==> config.mk <==
export PLATFORM = sky130hd
export DESIGN_NAME = performance_event_monitor
export DESIGN_NICKNAME = d
export VERILOG_FILES = /design/src/perf_monitor_pkg.sv /design/src/event_count_bank.sv /design/src/performance_event_monitor.sv
export SDC_FILE = /design/constraint.sdc
export NUM_CORES = 1
export LEC_CHECK = 0
export ABC_AREA = 1
export BUFFER_PORTS_ARGS = -buffer_cell sky130_fd_sc_hd__buf_4
export CAP_MARGIN = 20
export CORE_MARGIN = 2
export CORE_UTILIZATION = 60
export CTS_CLUSTER_SIZE = 12
export DETAILED_ROUTE_END_ITERATION = 6
export PLACE_DENSITY = 0.8
export REMOVE_ABC_BUFFERS = 1
export SETUP_SLACK_MARGIN = 0.1
export SYNTH_ARGS = -nofsm -noshare
export SYNTH_HDL_FRONTEND = slang
export SYNTH_HIERARCHICAL = 1
export SYNTH_SLANG_ARGS = --single-unit
==> constraint.sdc <==
create_clock -name hclk -period 2.6 [get_ports hclk]
set_input_delay 0.26 -clock hclk [delete_from_list [all_inputs] [get_ports hclk]]
set_output_delay 0.26 -clock hclk [all_outputs]
set_load 0.03 [all_outputs]
==> src/perf_monitor_pkg.sv <==
// package: register map, field layout and event encodings of the performance monitor
package perf_monitor_pkg;

    // ------------------------------------------------------------
    // register map (byte addresses)
    // ------------------------------------------------------------
    localparam logic [7:0] ADDR_CONTROL = 8'h00;
    localparam logic [7:0] ADDR_CYCLE   = 8'h04;
    localparam logic [7:0] ADDR_COUNT0  = 8'h10;
    localparam logic [7:0] ADDR_STATUS  = 8'h08;
    localparam int         ADDR_BITS    = 8;
    localparam int         NUM_COUNTERS = 4;
    localparam int         COUNTER_STEP = 4;

    // ------------------------------------------------------------
    // control register fields
    // ------------------------------------------------------------
    localparam int          ENABLE_BIT    = 0;
    localparam int          CLEAR_BIT     = 1;
    localparam int          SELECT_LSB    = 12;
    localparam int          SELECT_WIDTH  = 5;
    localparam logic [31:0] CONTROL_RESET = 32'h0000_0000;
    localparam logic [31:0] CONTROL_MASK  = 32'hFFFF_F001;
    localparam logic [31:0] COUNT_RESET   = 32'h0000_0000;
    localparam int          NUM_EVENTS    = 16;

    // ------------------------------------------------------------
    // event encodings
    // ------------------------------------------------------------
    localparam logic [4:0] EV_DATA_CACHE_HIT       = 5'h00;
    localparam logic [4:0] EV_DATA_CACHE_MISS      = 5'h01;
    localparam logic [4:0] EV_DATA_CACHE_STALL     = 5'h02;
    localparam logic [4:0] EV_PREFETCH_ISSUED      = 5'h03;
    localparam logic [4:0] EV_PREFETCH_BUFFER_HIT  = 5'h04;
    localparam logic [4:0] EV_WRITE_BUFFER_HIT     = 5'h05;
    localparam logic [4:0] EV_INSTR_CACHE_HIT      = 5'h06;
    localparam logic [4:0] EV_INSTR_CACHE_MISS     = 5'h07;
    localparam logic [4:0] EV_INSTR_CACHE_STALL    = 5'h08;
    localparam logic [4:0] EV_ISSUE_STARVED        = 5'h09;
    localparam logic [4:0] EV_BUNDLE_EXECUTED      = 5'h0A;
    localparam logic [4:0] EV_LOAD_STORE_EXECUTED  = 5'h0B;
    localparam logic [4:0] EV_BRANCH_TAKEN         = 5'h0C;
    localparam logic [4:0] EV_BRANCH_NOT_TAKEN     = 5'h0D;
    localparam logic [4:0] EV_EXCEPTION            = 5'h0E;
    localparam logic [4:0] EV_INTERRUPT            = 5'h0F;

    // ------------------------------------------------------------
    // carriers
    // ------------------------------------------------------------
    // raw event pulses, one bit per encoding 0..15
    typedef struct packed {
        logic interrupt_taken;
        logic exception_taken;
        logic branch_not_taken;
        logic branch_taken;
        logic load_store_executed;
        logic bundle_executed;
        logic issue_starved_cycles;
        logic instr_cache_stall_cycles;
        logic instr_cache_miss;
        logic instr_cache_hit;
        logic write_buffer_hit;
        logic prefetch_buffer_hit;
        logic prefetch_issued;
        logic data_cache_stall_cycles;
        logic data_cache_miss;
        logic data_cache_hit;
    } event_pulses_s;

    // one write reaching the counter bank
    typedef struct packed {
        logic        write;
        logic [1:0]  index;
        logic [31:0] data;
    } count_access_s;

endpackage

==> src/event_count_bank.sv <==
// file: small register bank holding the four event counters
`timescale 1ns/100ps

module event_count_bank #(
    parameter int COUNT_WIDTH = 32
) (
    input  wire logic                                hclk,        // core clock
    input  wire logic                                hresetn,     // async reset, active low
    input  wire logic                                clear,       // zero every counter
    input  wire perf_monitor_pkg::count_access_s     access,      // write strobe, index and data
    input  wire logic [perf_monitor_pkg::NUM_COUNTERS-1:0] bump,  // increment request per counter
    input  wire logic [1:0]                          read_index,  // counter to present
    output logic      [COUNT_WIDTH-1:0]              read_data    // registered read data
);

    typedef struct packed {
        logic [perf_monitor_pkg::NUM_COUNTERS-1:0][COUNT_WIDTH-1:0] count;
        logic [COUNT_WIDTH-1:0]                                      rdata;
    } bank_state_s;

    bank_state_s state;
    bank_state_s next_state;

    always_comb begin
        next_state = state;
        for (int i = 0; i < perf_monitor_pkg::NUM_COUNTERS; i++) begin
            if (clear) begin
                next_state.count[i] = '0;
            end else if (access.write && access.index == 2'(i)) begin
                // the written value wins over a coincident increment
                next_state.count[i] = access.data[COUNT_WIDTH-1:0];
            end else if (bump[i]) begin
                // plain modulo add, overflow wraps silently
                next_state.count[i] = state.count[i] + COUNT_WIDTH'(1);
            end
        end
        next_state.rdata = state.count[read_index];
    end

    always_ff @(posedge hclk or negedge hresetn) begin
        if (!hresetn) begin
            state <= '0;
        end else begin
            state <= next_state;
        end
    end

    assign read_data = state.rdata;

endmodule

==> src/performance_event_monitor.sv <==
// file: performance event monitor with an AHB-Lite register slave
`timescale 1ns/100ps

module performance_event_monitor #(
    parameter int COUNT_WIDTH = 32
) (
    input  wire logic                          hclk,           // core clock
    input  wire logic                          hresetn,        // async reset, active low
    input  wire logic                          hsel,           // slave select
    input  wire logic [31:0]                   haddr,          // byte address
    input  wire logic [1:0]                    htrans,         // transfer type
    input  wire logic                          hwrite,         // write when high
    input  wire logic [2:0]                    hsize,          // transfer size
    input  wire logic [3:0]                    hprot,          // bit 1 high marks privileged
    input  wire logic [31:0]                   hwdata,         // write data
    input  wire logic                          hready,         // bus ready in
    output logic      [31:0]                   hrdata,         // read data
    output logic                               hreadyout,      // slave ready
    output logic                               hresp,          // always OKAY
    input  wire perf_monitor_pkg::event_pulses_s events,       // per-cycle event pulses
    output logic                               control_space_write_fault // user write attempt pulse
);

    // ------------------------------------------------------------
    // state
    // ------------------------------------------------------------
    typedef enum logic [1:0] {
        PHASE_IDLE,
        PHASE_WRITE,
        PHASE_READ
    } phase_e;

    typedef struct packed {
        phase_e                 phase;
        logic [perf_monitor_pkg::ADDR_BITS-1:0] addr;
        logic                   privileged;
        logic [31:0]            control;
        logic [COUNT_WIDTH-1:0] cycles;
        logic                   fault;
        logic [31:0]            rdata;
    } monitor_state_s;

    monitor_state_s state;
    monitor_state_s next_state;

    // ------------------------------------------------------------
    // helpers
    // ------------------------------------------------------------
    function automatic logic [perf_monitor_pkg::SELECT_WIDTH-1:0] select_of(
        input logic [31:0] ctrl,
        input int          n
    );
        return ctrl[perf_monitor_pkg::SELECT_LSB + n*perf_monitor_pkg::SELECT_WIDTH +: perf_monitor_pkg::SELECT_WIDTH];
    endfunction

    // high when the address falls inside the event counter window
    function automatic logic counter_hit(
        input logic [perf_monitor_pkg::ADDR_BITS-1:0] a
    );
        return a >= perf_monitor_pkg::ADDR_COUNT0
            && a < perf_monitor_pkg::ADDR_COUNT0
                   + perf_monitor_pkg::ADDR_BITS'(perf_monitor_pkg::NUM_COUNTERS * perf_monitor_pkg::COUNTER_STEP);
    endfunction

    function automatic logic [1:0] counter_index(
        input logic [perf_monitor_pkg::ADDR_BITS-1:0] a
    );
        logic [perf_monitor_pkg::ADDR_BITS-1:0] off;
        off = a - perf_monitor_pkg::ADDR_COUNT0;
        return off[3:2];
    endfunction

    // ------------------------------------------------------------
    // event selection
    // ------------------------------------------------------------
    logic [perf_monitor_pkg::NUM_COUNTERS-1:0] bump;
    logic [perf_monitor_pkg::NUM_EVENTS-1:0]   event_vec;
    logic [perf_monitor_pkg::SELECT_WIDTH-1:0] sel;

    // the cache and commit stages qualify their pulses; commit events arrive
    // only for committed bundles, so nothing speculative is counted here
    assign event_vec = events;

    always_comb begin
        bump = '0;
        sel  = '0;
        for (int i = 0; i < perf_monitor_pkg::NUM_COUNTERS; i++) begin
            sel = select_of(state.control, i);
            // top select bit marks a reserved encoding with no event
            if (state.control[perf_monitor_pkg::ENABLE_BIT] && !sel[perf_monitor_pkg::SELECT_WIDTH-1]) begin
                // encodings 0..15 map straight onto the pulse vector
                bump[i] = event_vec[sel[perf_monitor_pkg::SELECT_WIDTH-2:0]];
            end
        end
    end

    // ------------------------------------------------------------
    // bus decode
    // ------------------------------------------------------------
    logic                                   take;
    logic                                   data_write;
    logic                                   clear_all;
    perf_monitor_pkg::count_access_s        count_access;
    logic [COUNT_WIDTH-1:0]                 count_rdata;
    logic [1:0]                             read_index;

    assign take       = hsel && hready && htrans[1];
    // user-mode writes are dropped and flagged
    assign data_write = state.phase == PHASE_WRITE && state.privileged;
    assign clear_all  = data_write && state.addr == perf_monitor_pkg::ADDR_CONTROL
                        && hwdata[perf_monitor_pkg::CLEAR_BIT];

    always_comb begin
        count_access.write = data_write && counter_hit(state.addr);
        count_access.index = counter_index(state.addr);
        count_access.data  = hwdata;
    end

    assign read_index = counter_index(haddr[perf_monitor_pkg::ADDR_BITS-1:0]);

    event_count_bank #(
        .COUNT_WIDTH (COUNT_WIDTH)
    ) counters (
        .hclk       (hclk),
        .hresetn    (hresetn),
        .clear      (clear_all),
        .access     (count_access),
        .bump       (bump),
        .read_index (read_index),
        .read_data  (count_rdata)
    );

    // ------------------------------------------------------------
    // next state
    // ------------------------------------------------------------
    always_comb begin
        next_state       = state;
        next_state.fault = 1'b0;
        next_state.rdata = '0;

        // one counter per enabled clock, modulo wrap with no flag
        if (state.control[perf_monitor_pkg::ENABLE_BIT]) begin
            next_state.cycles = state.cycles + COUNT_WIDTH'(1);
        end

        case (state.phase)
            PHASE_WRITE: begin
                if (data_write && state.addr == perf_monitor_pkg::ADDR_CONTROL) begin
                    // stored without the self-clearing bit and reserved bits
                    next_state.control = hwdata & perf_monitor_pkg::CONTROL_MASK;
                end
                if (clear_all) begin
                    next_state.cycles = '0;
                end
                // cycle counter address ignores any write
                next_state.fault = !state.privileged;
            end
            PHASE_READ: begin
            end
            PHASE_IDLE: begin
            end
            default: begin
                next_state.phase = PHASE_IDLE;
            end
        endcase

        if (take) begin
            next_state.addr       = haddr[perf_monitor_pkg::ADDR_BITS-1:0];
            next_state.privileged = hprot[1];
            next_state.phase      = hwrite ? PHASE_WRITE : PHASE_READ;
            if (!hwrite) begin
                // reads open to both modes, no fault raised
                case (haddr[perf_monitor_pkg::ADDR_BITS-1:0])
                    perf_monitor_pkg::ADDR_CONTROL: next_state.rdata = state.control;
                    perf_monitor_pkg::ADDR_CYCLE:   next_state.rdata = 32'(next_state.cycles);
                    default:                        next_state.rdata = '0;
                endcase
            end
        end else if (hready) begin
            next_state.phase = PHASE_IDLE;
        end
    end

    always_ff @(posedge hclk or negedge hresetn) begin
        if (!hresetn) begin
            state.phase      <= PHASE_IDLE;
            state.addr       <= '0;
            state.privileged <= 1'b0;
            state.control    <= perf_monitor_pkg::CONTROL_RESET;
            state.cycles     <= '0;
            state.fault      <= 1'b0;
            state.rdata      <= '0;
        end else begin
            state <= next_state;
        end
    end

    // ------------------------------------------------------------
    // outputs
    // ------------------------------------------------------------
    // counter read data come from the bank register, others from the local one
    assign hrdata = (state.phase == PHASE_READ && counter_hit(state.addr))
                    ? 32'(count_rdata) : state.rdata;
    assign hreadyout                 = 1'b1;
    assign hresp                     = 1'b0;
    assign control_space_write_fault = state.fault;

endmodule

# After elaboration in Yosys (flattened, before gate mapping)

Cells that the tools add are included.

Order comparisons: 7
Add/sub/neg operators: 7
Reduce and logical (&&, ||, !) cells: 31
Muxes and demuxes: 37
Equality and inequality tests: 7

Operator list:

| operator                                                          | number |
|---|---|
| two-way mux 32 bit                                                | 18 |
| adder 32 x 1 -> 32 bit, second input constant                     | 5 |
| binary-select mux 32 bit (select 2 bit)                           | 1 |
| one-hot mux 32 bit (2 select lines)                               | 1 |
| two-way mux 33 bit                                                | 1 |
| < comparator 4 x 5 -> 1 bit, second input constant                | 4 |
| binary-select mux 1 bit (select 4 bit)                            | 4 |
| logical AND 1 bit                                                 | 16 |
| logical NOT 8 bit                                                 | 2 |
| nonzero test 3 bit                                                | 4 |
| equality test 8 x 3 -> 1 bit, second input constant               | 1 |
| greater-or-equal comparator 8 x 5 -> 1 bit, second input constant | 1 |
| < comparator 8 x 6 -> 1 bit, second input constant                | 1 |
| two-way mux 1 bit                                                 | 8 |
| two-way mux 2 bit                                                 | 4 |
| subtractor 4 x 1 -> 4 bit, second input constant                  | 2 |
| equality test 2 bit, second input constant                        | 3 |
| logical NOT 1 bit                                                 | 5 |
| equality test 2 x 1 -> 1 bit, second input constant               | 2 |
| logical NOT 2 bit                                                 | 2 |
| < comparator 2 x 3 -> 1 bit, second input constant                | 1 |
| != test 3 x 1 -> 1 bit, second input constant                     | 1 |
| OR reduction 3 bit                                                | 1 |
| AND reduction 2 bit                                               | 1 |

Flip-flop bits (word level): 257
Input bits: 94

# Depth between registers and ports, before layout

Gate-level depths: netlist of the first run.

Depth in word-level cells: 9
Depth in mapped cells: 16
Gate-level depth less buffers: 15

# Hierarchy

Netlist of the first run, hierarchy kept.

Modules (own cells, without submodules):

| module                    | instances | seq. area each (um^2) | area each (um^2) | cells each |
|---|---|---|---|---|
| event_count_bank          | 1         | 4,003.8               | 11,389.7         | 1,833 |
| performance_event_monitor | 1         | 2,427.3               | 5,621.6          | 659 |

# Worst setup path after synthesis of the first run

No wires, ideal clock.

Path kind: register to register
Start: register state (netlist bit sel[0])
End: register counters/state[149] (netlist name)
Arrival: 1.905 ns
Path buffers: 3
Library setup time: 0.116 ns
Data required time: 2.484 ns
Period minus slack after synthesis: 2.021 ns
Cell stages (with the launch flop): 17
Slack: 0.579 ns
Cells stage by stage: dfrtp_1 -> buf_2 -> clkbuf_1 -> nand2_1 -> o211ai_1 -> nand3_1 -> nand3_1 -> a21oi_1 -> nor2_1 -> nand2_4 -> inv_4 -> nor2_8 -> inv_2 -> buf_6 -> a21oi_2 -> nand2_1 -> nand2_1

Cells in the longest elaborated chain, start to end: 4

RTL lines:

| what                                    | RTL line                         | RTL |
|---|---|---|
| start: declaration                      | performance_event_monitor.sv:43  | `monitor_state_s state;` |
| start signal: assignment                | performance_event_monitor.sv:194 | `state <= next_state;` |
| binary-select mux 1 bit (select 4 bit)  | performance_event_monitor.sv:92  | `bump[i] = event_vec[sel[perf_monitor_pkg::SELECT_WIDTH-2:0]];` |
| two-way mux 1 bit (implied by the code) | performance_event_monitor.sv:92  |  |
| two-way mux 1 bit                       | performance_event_monitor.sv:90  | `if (state.control[perf_monitor_pkg::ENABLE_BIT] && !sel[perf_monitor_pkg::SELECT_WIDTH-1]) begin` |
| named net bump, one bit                 | performance_event_monitor.sv:76  | `logic [perf_monitor_pkg::NUM_COUNTERS-1:0] bump;` |
| nonzero test 3 bit (no line)            | -                                |  |
| end signal: assignment                  | event_count_bank.sv:44           | `state <= next_state;` |
| end: declaration                        | event_count_bank.sv:21           | `bank_state_s state;` |

The timed path passes the listed nets, and every way through them passes these cells. The select of a mux whose other input is x is not followed.
A chain may end at the register's enable or synchronous reset.

==> flow_metrics.py, run 1 <==
metrics = {
    "clocking": {
        "root_buffer": "clkbuf_16",
        "cts_max_path_buffers": 3,
        "cts_tree": "built",
        "cts.sink_count": 257,
        "clk_latency_ps": 570,
        "cts.reportedPaths.clkPinSlew_ps": 60,
        "htreeDepth": 1,
        "cts-buffers-inserted": 30,
    },
    "outcome": {
        "status": "completed",
    },
    "detailed_routing": {
        "firstDrtPassIters": 5,
        "vias": 17500,
        "wl_mm": 58.4,
        "drtIter0Drc": 1906,
        "route.detailed.wl_per_inst_um": 19.6,
        "via_per_inst": 5.88,
        "remaining_drc_errors": 0,
        "ant_nets": 0,
    },
    "floorplan": {
        "fp.coreArea_mm2": 0.0279,
        "start_util_pct": 61.1,
        "ioPinCount": 129,
        "die_h_um": 172,
        "fp-row-count": 61,
        "die_width_um": 172,
        "dieArea_mm2": 0.0297,
    },
    "layout": {
        "area_growth_pct": 14.8,
        "final_nets": 2678,
        "layout_common_cells": "nand2_1 (769), nor2_1 (258), dfrtp_1 (252)",
        "layout.cells.non_filler": 2978,
        "diodes": 0,
        "mostFrequentLayoutCell": "nand2_1",
        "drive_gt1_share_pct": 12.6,
        "design_area_mm2": 0.0195,
    },
    "setup_path": {
        "endpoint_kind": "output port",
        "worstPathArrival_ps": 2260,
        "worstPathRequired_ps": 2340,
        "worstPathMaxFanout": 8,
        "regToRegSetupSlack_ps": 270,
        "crit_type": "flop to output port",
        "ff2ff_path_depth": 15,
        "r2r_end": "counters/state[100]",
        "rr_startpoint": "state[87]",
        "start_kind": "flop",
    },
    "pwr": {
        "power.density_mw_per_mm2": 551,
        "ir_worst_vdd_mv": 0.498,
        "power_leakage_nw": 9.35,
        "total_power_mw": 10.8,
    },
    "timing": {
        "hold_ws_ps": 35.3,
        "worst_pin_slew_ps": 736,
        "finalCriticalPeriod_ps": 2520,
        "period_share_pct": 96.9,
        "fin_worst_skew_ps": 10.8,
        "fmax_mhz": 397,
        "hold_viol": 0,
        "finalSetupViolations": 0,
        "rsz0062_at_grt": "true",
        "relSlewSlack_pct": 50.7,
        "finalMaxSlewViolations": 0,
    },
    "yosys": {
        "yosysUniqueCellTypes": 46,
        "ys.flop_type": "dfrtp_1",
        "seq_area_frac_synth_pct": 37.8,
        "synthArstFlopShare_pct": 100,
        "synth-seq-cells": 257,
        "synth_edf_count": 0,
        "syn_inst": 2492,
        "synth_area_mm2": 0.0170,
        "avgSynthCellArea_um2": 6.83,
        "ys_warn_count": 6,
    },
    "place": {
        "gp_congestion": 0.985,
        "dp_cells": 2883,
        "place_area_mm2": 0.0179,
        "dp_hpwl_mm": 41.7,
        "portBuffers": 95,
    },
    "min_path": {
        "whs_path_depth": 3,
        "min-delay-start": "hwdata[5]",
        "holdPathEnd": "counters/state[133]",
        "hold_path.class": "primary input to flop",
    },
    "global_routing": {
        "grt_usage_pct": 39.0,
        "grt_max_degree": 63,
        "antenna_found_initial": 2,
        "grt_pass1_wl_mm": 89.2,
        "overflow": 0,
        "grt_pass1_vias": 16600,
    },
    "run": {
        "drv_cap": 0,
    },
}
state kept, by name, summed over array words and instances (netlist names):
register / cells
counters/read_data: 32
control_space_write_fault: 1
sel: 5
state: 91
counters/state: 128
cells by family after synthesis:
family	after synthesis	share of synthesized area (%)
AOI/OAI and AO/OA	424	13.4
xor gates and xnor gates	21	1.08
adders and majority gates	5	0.368
buffers and inverters	384	9.77
DFF	257	37.8
muxes	59	4.33
other	2	0.0441
and+or+nand+nor	1340	33.2
layout make-up:
type                    instances  area [um2]
clock buffers                  45         897
clock inverters                 8         110
fillers                      2392        8320
inverters                     263         996
multi-input cells            1851        8970
flip-flops and latches        257        6440
well taps                     378         473
repair buffers                176        1650
cell usage after synthesis (all sizes together) (5+ instances only):
master	number	area, um2
a21oi	208	1100
and3	12	75.1
buf	72	487
clkbuf	49	184
dfrtp	257	6430
ha	5	62.6
inv	262	988
mux2	57	717
nand2	781	2970
nand3	199	1010
nand3b	20	150
nand4	24	150
nor2	286	1160
nor3	10	71.3
o211ai	27	203
o21ai	171	856
o22ai	14	87.6
or2	7	43.8
xnor2	5	43.8
xor2	16	140
stage by stage:
stage	util [%]	setup TNS, ps	worst slack (ps)
3_5_place_dp	64.3	-9.31	-9.31
2_1_floorplan	-	-51310	-788
6_report	70.1	0	81.6
3_3_place_gp	64.3	0	106
5_1_grt	70.1	0	27.4
4_1_cts	69.2	0	109
timing repair:
| action | CTS | global route |
|---|---|---|
| setup buffers | 0 | 5 |
| hold buffers | 34 | 0 |
| resized for setup | 3 | 59 |
| endpoints found under the setup margin | 50 | 140 |
| pin swaps | 0 | 2 |
| hold endpoints to repair | 88 | 0 |
| cloned | 0 | 3 |
layer usage:
| layer | global-route usage (%) | part of all wire (%) | vias up |
|---|---|---|---|
| met3 | 4.81 | 8.4 | 173 |
| met5 | 0 | 0.017 | - |
| met1 | 50.9 | 39 | 8203 |
| met2 | 64.9 | 47 | 948 |
| met4 | 18.1 | 4.9 | 2 |
| li1 | - | - | 8186 |
how the worst max path moves through the flow:
stage	start	cells after the start	slack (ps)	end
after global placement	sel[0]	13	110	counters/state[137]
after global routing	state[104]	9	30	hrdata[9]
final	state[105]	9	80	hrdata[9]
after detailed placement	sel[0]	13	-9	counters/state[137]
after floorplan	state[107]	11	-790	counters/state[38]
after CTS	state[105]	9	110	hrdata[10]
where the power goes:
part	leakage, nW	switching, mW	internal, mW	total (mW)
registers	3.39	0.389	4.32	4.71
clock network	0.495	1.76	2.57	4.33
logic	5.46	1.08	0.655	1.73
total	9.35	3.22	7.55	10.8
worst max-delay path: stages, from the launching register on:
cell	delay (ps)
dfrtp_1	380
inv_1	50
nand2_1	100
nor2_4	130
inv_2	90
nor2_4	110
nand2_4	120
clkbuf_16	210
mux2_1	350
buf_6	150
No activity file was read; power rests on OpenSTA's default activity.
==> run 2: changes to the inputs <==
--- a/config.mk
+++ b/config.mk
@@ -8,11 +8,13 @@
 export ABC_AREA = 1
 export BUFFER_PORTS_ARGS = -buffer_cell sky130_fd_sc_hd__buf_4
 export CAP_MARGIN = 20
+export CELL_PAD_IN_SITES_DETAIL_PLACEMENT = 0
+export CELL_PAD_IN_SITES_GLOBAL_PLACEMENT = 1
 export CORE_MARGIN = 2
-export CORE_UTILIZATION = 60
+export CORE_UTILIZATION = 44
 export CTS_CLUSTER_SIZE = 12
 export DETAILED_ROUTE_END_ITERATION = 6
-export PLACE_DENSITY = 0.8
+export PLACE_DENSITY_LB_ADDON = 0.1
 export REMOVE_ABC_BUFFERS = 1
 export SETUP_SLACK_MARGIN = 0.1
 export SYNTH_ARGS = -nofsm -noshare
==> run 2 against run 1 <==
Final cell count up 5.1%. Count of clock-buffer cells in the layout increased by 3. Maximum frequency up 2.9%. Clock skew grew 16 ps. Die area rose by 35%. Sequential power barely moved. Global-route usage decreased by 9.2 points. Largest cell class unchanged. Largest power group is now clock. Highest routed layer is now met4.
==> flow_metrics.py, run 2 (synthesis gave the netlist of run 1 again) <==
metrics = {
    "clocking": {
        "cts_max_path_buffers": 3,
        "root_buffer": "clkbuf_16",
        "cts.sink_count": 257,
        "cts-buffers-inserted": 34,
        "clk_latency_ps": 560,
        "cts.reportedPaths.clkPinSlew_ps": 60,
        "cts_tree": "built",
        "htreeDepth": 2,
    },
    "timing": {
        "worst_pin_slew_ps": 747,
        "rsz0062_at_grt": "true",
        "fin_worst_skew_ps": 26.8,
        "relSlewSlack_pct": 50.0,
        "fmax_mhz": 409,
        "finalCriticalPeriod_ps": 2450,
        "hold_ws_ps": 34.2,
        "setup_slack_ps": 152,
        "finalMaxSlewViolations": 0,
        "hold_viol": 0,
        "finalSetupViolations": 0,
        "period_share_pct": 94.1,
    },
    "place": {
        "dp_hpwl_mm": 44.6,
        "portBuffers": 95,
        "dp_cells": 3034,
        "dp_slack_ps": 113,
        "gp_congestion": 0.943,
    },
    "floorplan": {
        "die_width_um": 201,
        "fp.coreArea_mm2": 0.0384,
        "dieArea_mm2": 0.0403,
        "fp-row-count": 72,
        "ioPinCount": 129,
        "start_util_pct": 44.3,
        "die_h_um": 201,
    },
    "pwr": {
        "ir_worst_vdd_mv": 0.366,
        "power.density_mw_per_mm2": 582,
        "power_leakage_nw": 9.45,
        "total_power_mw": 11.6,
    },
    "setup_path": {
        "endpoint_kind": "output port",
        "crit_type": "flop to output port",
        "worstPathArrival_ps": 2190,
        "ff2ff_path_depth": 15,
        "worstPathMaxFanout": 18,
        "regToRegSetupSlack_ps": 230,
        "rr_startpoint": "state[77]",
        "r2r_end": "counters/state[51]",
        "start_kind": "flop",
        "worstPathRequired_ps": 2340,
    },
    "global_routing": {
        "grt_max_degree": 78,
        "grt-busiest-layer": "met2",
        "overflow": 0,
        "grt_pass1_vias": 16000,
        "antenna_found_initial": 2,
        "grt.met1_usage_pct": 39.7,
        "grt_util_met2_pct": 50.9,
        "use_met3_pct": 2.97,
        "grt_usage_pct": 29.8,
        "grt_pass1_wl_mm": 92.5,
    },
    "min_path": {
        "min-delay-start": "hwdata[0]",
        "hold_path.class": "primary input to flop",
        "whs_path_depth": 2,
        "holdPathEnd": "state[65]",
    },
    "detailed_routing": {
        "firstDrtPassIters": 5,
        "via_per_inst": 5.27,
        "vias": 16500,
        "wl_mm": 59.3,
        "ant_nets": 0,
        "remaining_drc_errors": 0,
        "drtIter0Drc": 1278,
        "route.detailed.wl_per_inst_um": 19.0,
    },
    "layout": {
        "fin_util_pct": 51.8,
        "layout.cells.non_filler": 3130,
        "layout_common_cells": "nand2_1 (769), nor2_1 (258), dfrtp_1 (251)",
        "fill_cells": 3911,
        "largest_reg_flops": 128,
        "area_growth_pct": 16.8,
        "regMostFlops": "counters/state",
        "final_nets": 2684,
        "drive_gt1_share_pct": 12.6,
        "mostFrequentLayoutCell": "nand2_1",
    },
    "run": {
        "drv_cap": 0,
    },
    "outcome": {
        "status": "completed",
    },
}
## run 2: worst max-delay path, cell delays in order, from the launching register on
cell     delay (ps)
dfrtp_1         380
inv_1            60
nand2_1          60
nor2_2          150
inv_2            70
nor2_2           90
nand2_2         100
buf_12          170
mux2_1          350
buf_4           180
## run 2: through the flow
stage / area, um2 / TNS (ps)
6_report: 19900 / 0
5_1_grt: 19900 / 0
4_1_cts: 19800 / 0
3_5_place_dp: 18300 / 0
3_3_place_gp: 18300 / 0
2_1_floorplan: 16300 / -51310
## run 2: power breakdown
part	internal [mW]	switching (mW)	leakage, nW
combinational	0.662	1.06	5.46
sequential	4.32	0.380	3.39
clock	3.18	1.95	0.597
total	8.17	3.40	9.45
## run 2: layout make-up
class / instances / area, um2 / area share, %
well taps: 518 / 648 / 3.26
flip-flops and latches: 257 / 6440 / 32.4
inverters: 263 / 992 / 4.99
diodes: 1 / 2.50 / 0.0126
repair buffers: 178 / 1610 / 8.11
multi-input cells: 1851 / 8950 / 45.1
clock buffers: 48 / 995 / 5.01
clock inverters: 14 / 224 / 1.13
## run 2: how the worst max path moves through the flow
stage	start	endpoint	slack, ps	cells after the start
final	state[105]	hrdata[20]	150	9
after global routing	state[104]	hrdata[20]	70	9
after CTS	state[105]	hrdata[8]	110	9
after detailed placement	state[77]	counters/state[51]	110	14
after global placement	state[77]	counters/state[47]	150	14
after floorplan	state[107]	counters/state[38]	-790	11
## run 2: repair_timing
item                                    in CTS  in global routing
buffers inserted                             0                  1
cloned                                       0                  0
hold buffers                                32                  0
pin swaps                                    0                  2
hold endpoints to repair                   103                  0
endpoints found under the setup margin      24                137
gates resized for setup                      2                 28
## run 2: layer usage
| layer | part of all wire [%] | vias to the layer above |
|---|---|---|
| met5 | 0 | - |
| met4 | 3.3 | 0 |
| met3 | 4.3 | 104 |
| met2 | 48 | 431 |
| met1 | 45 | 7739 |
| li1 | - | 8206 |
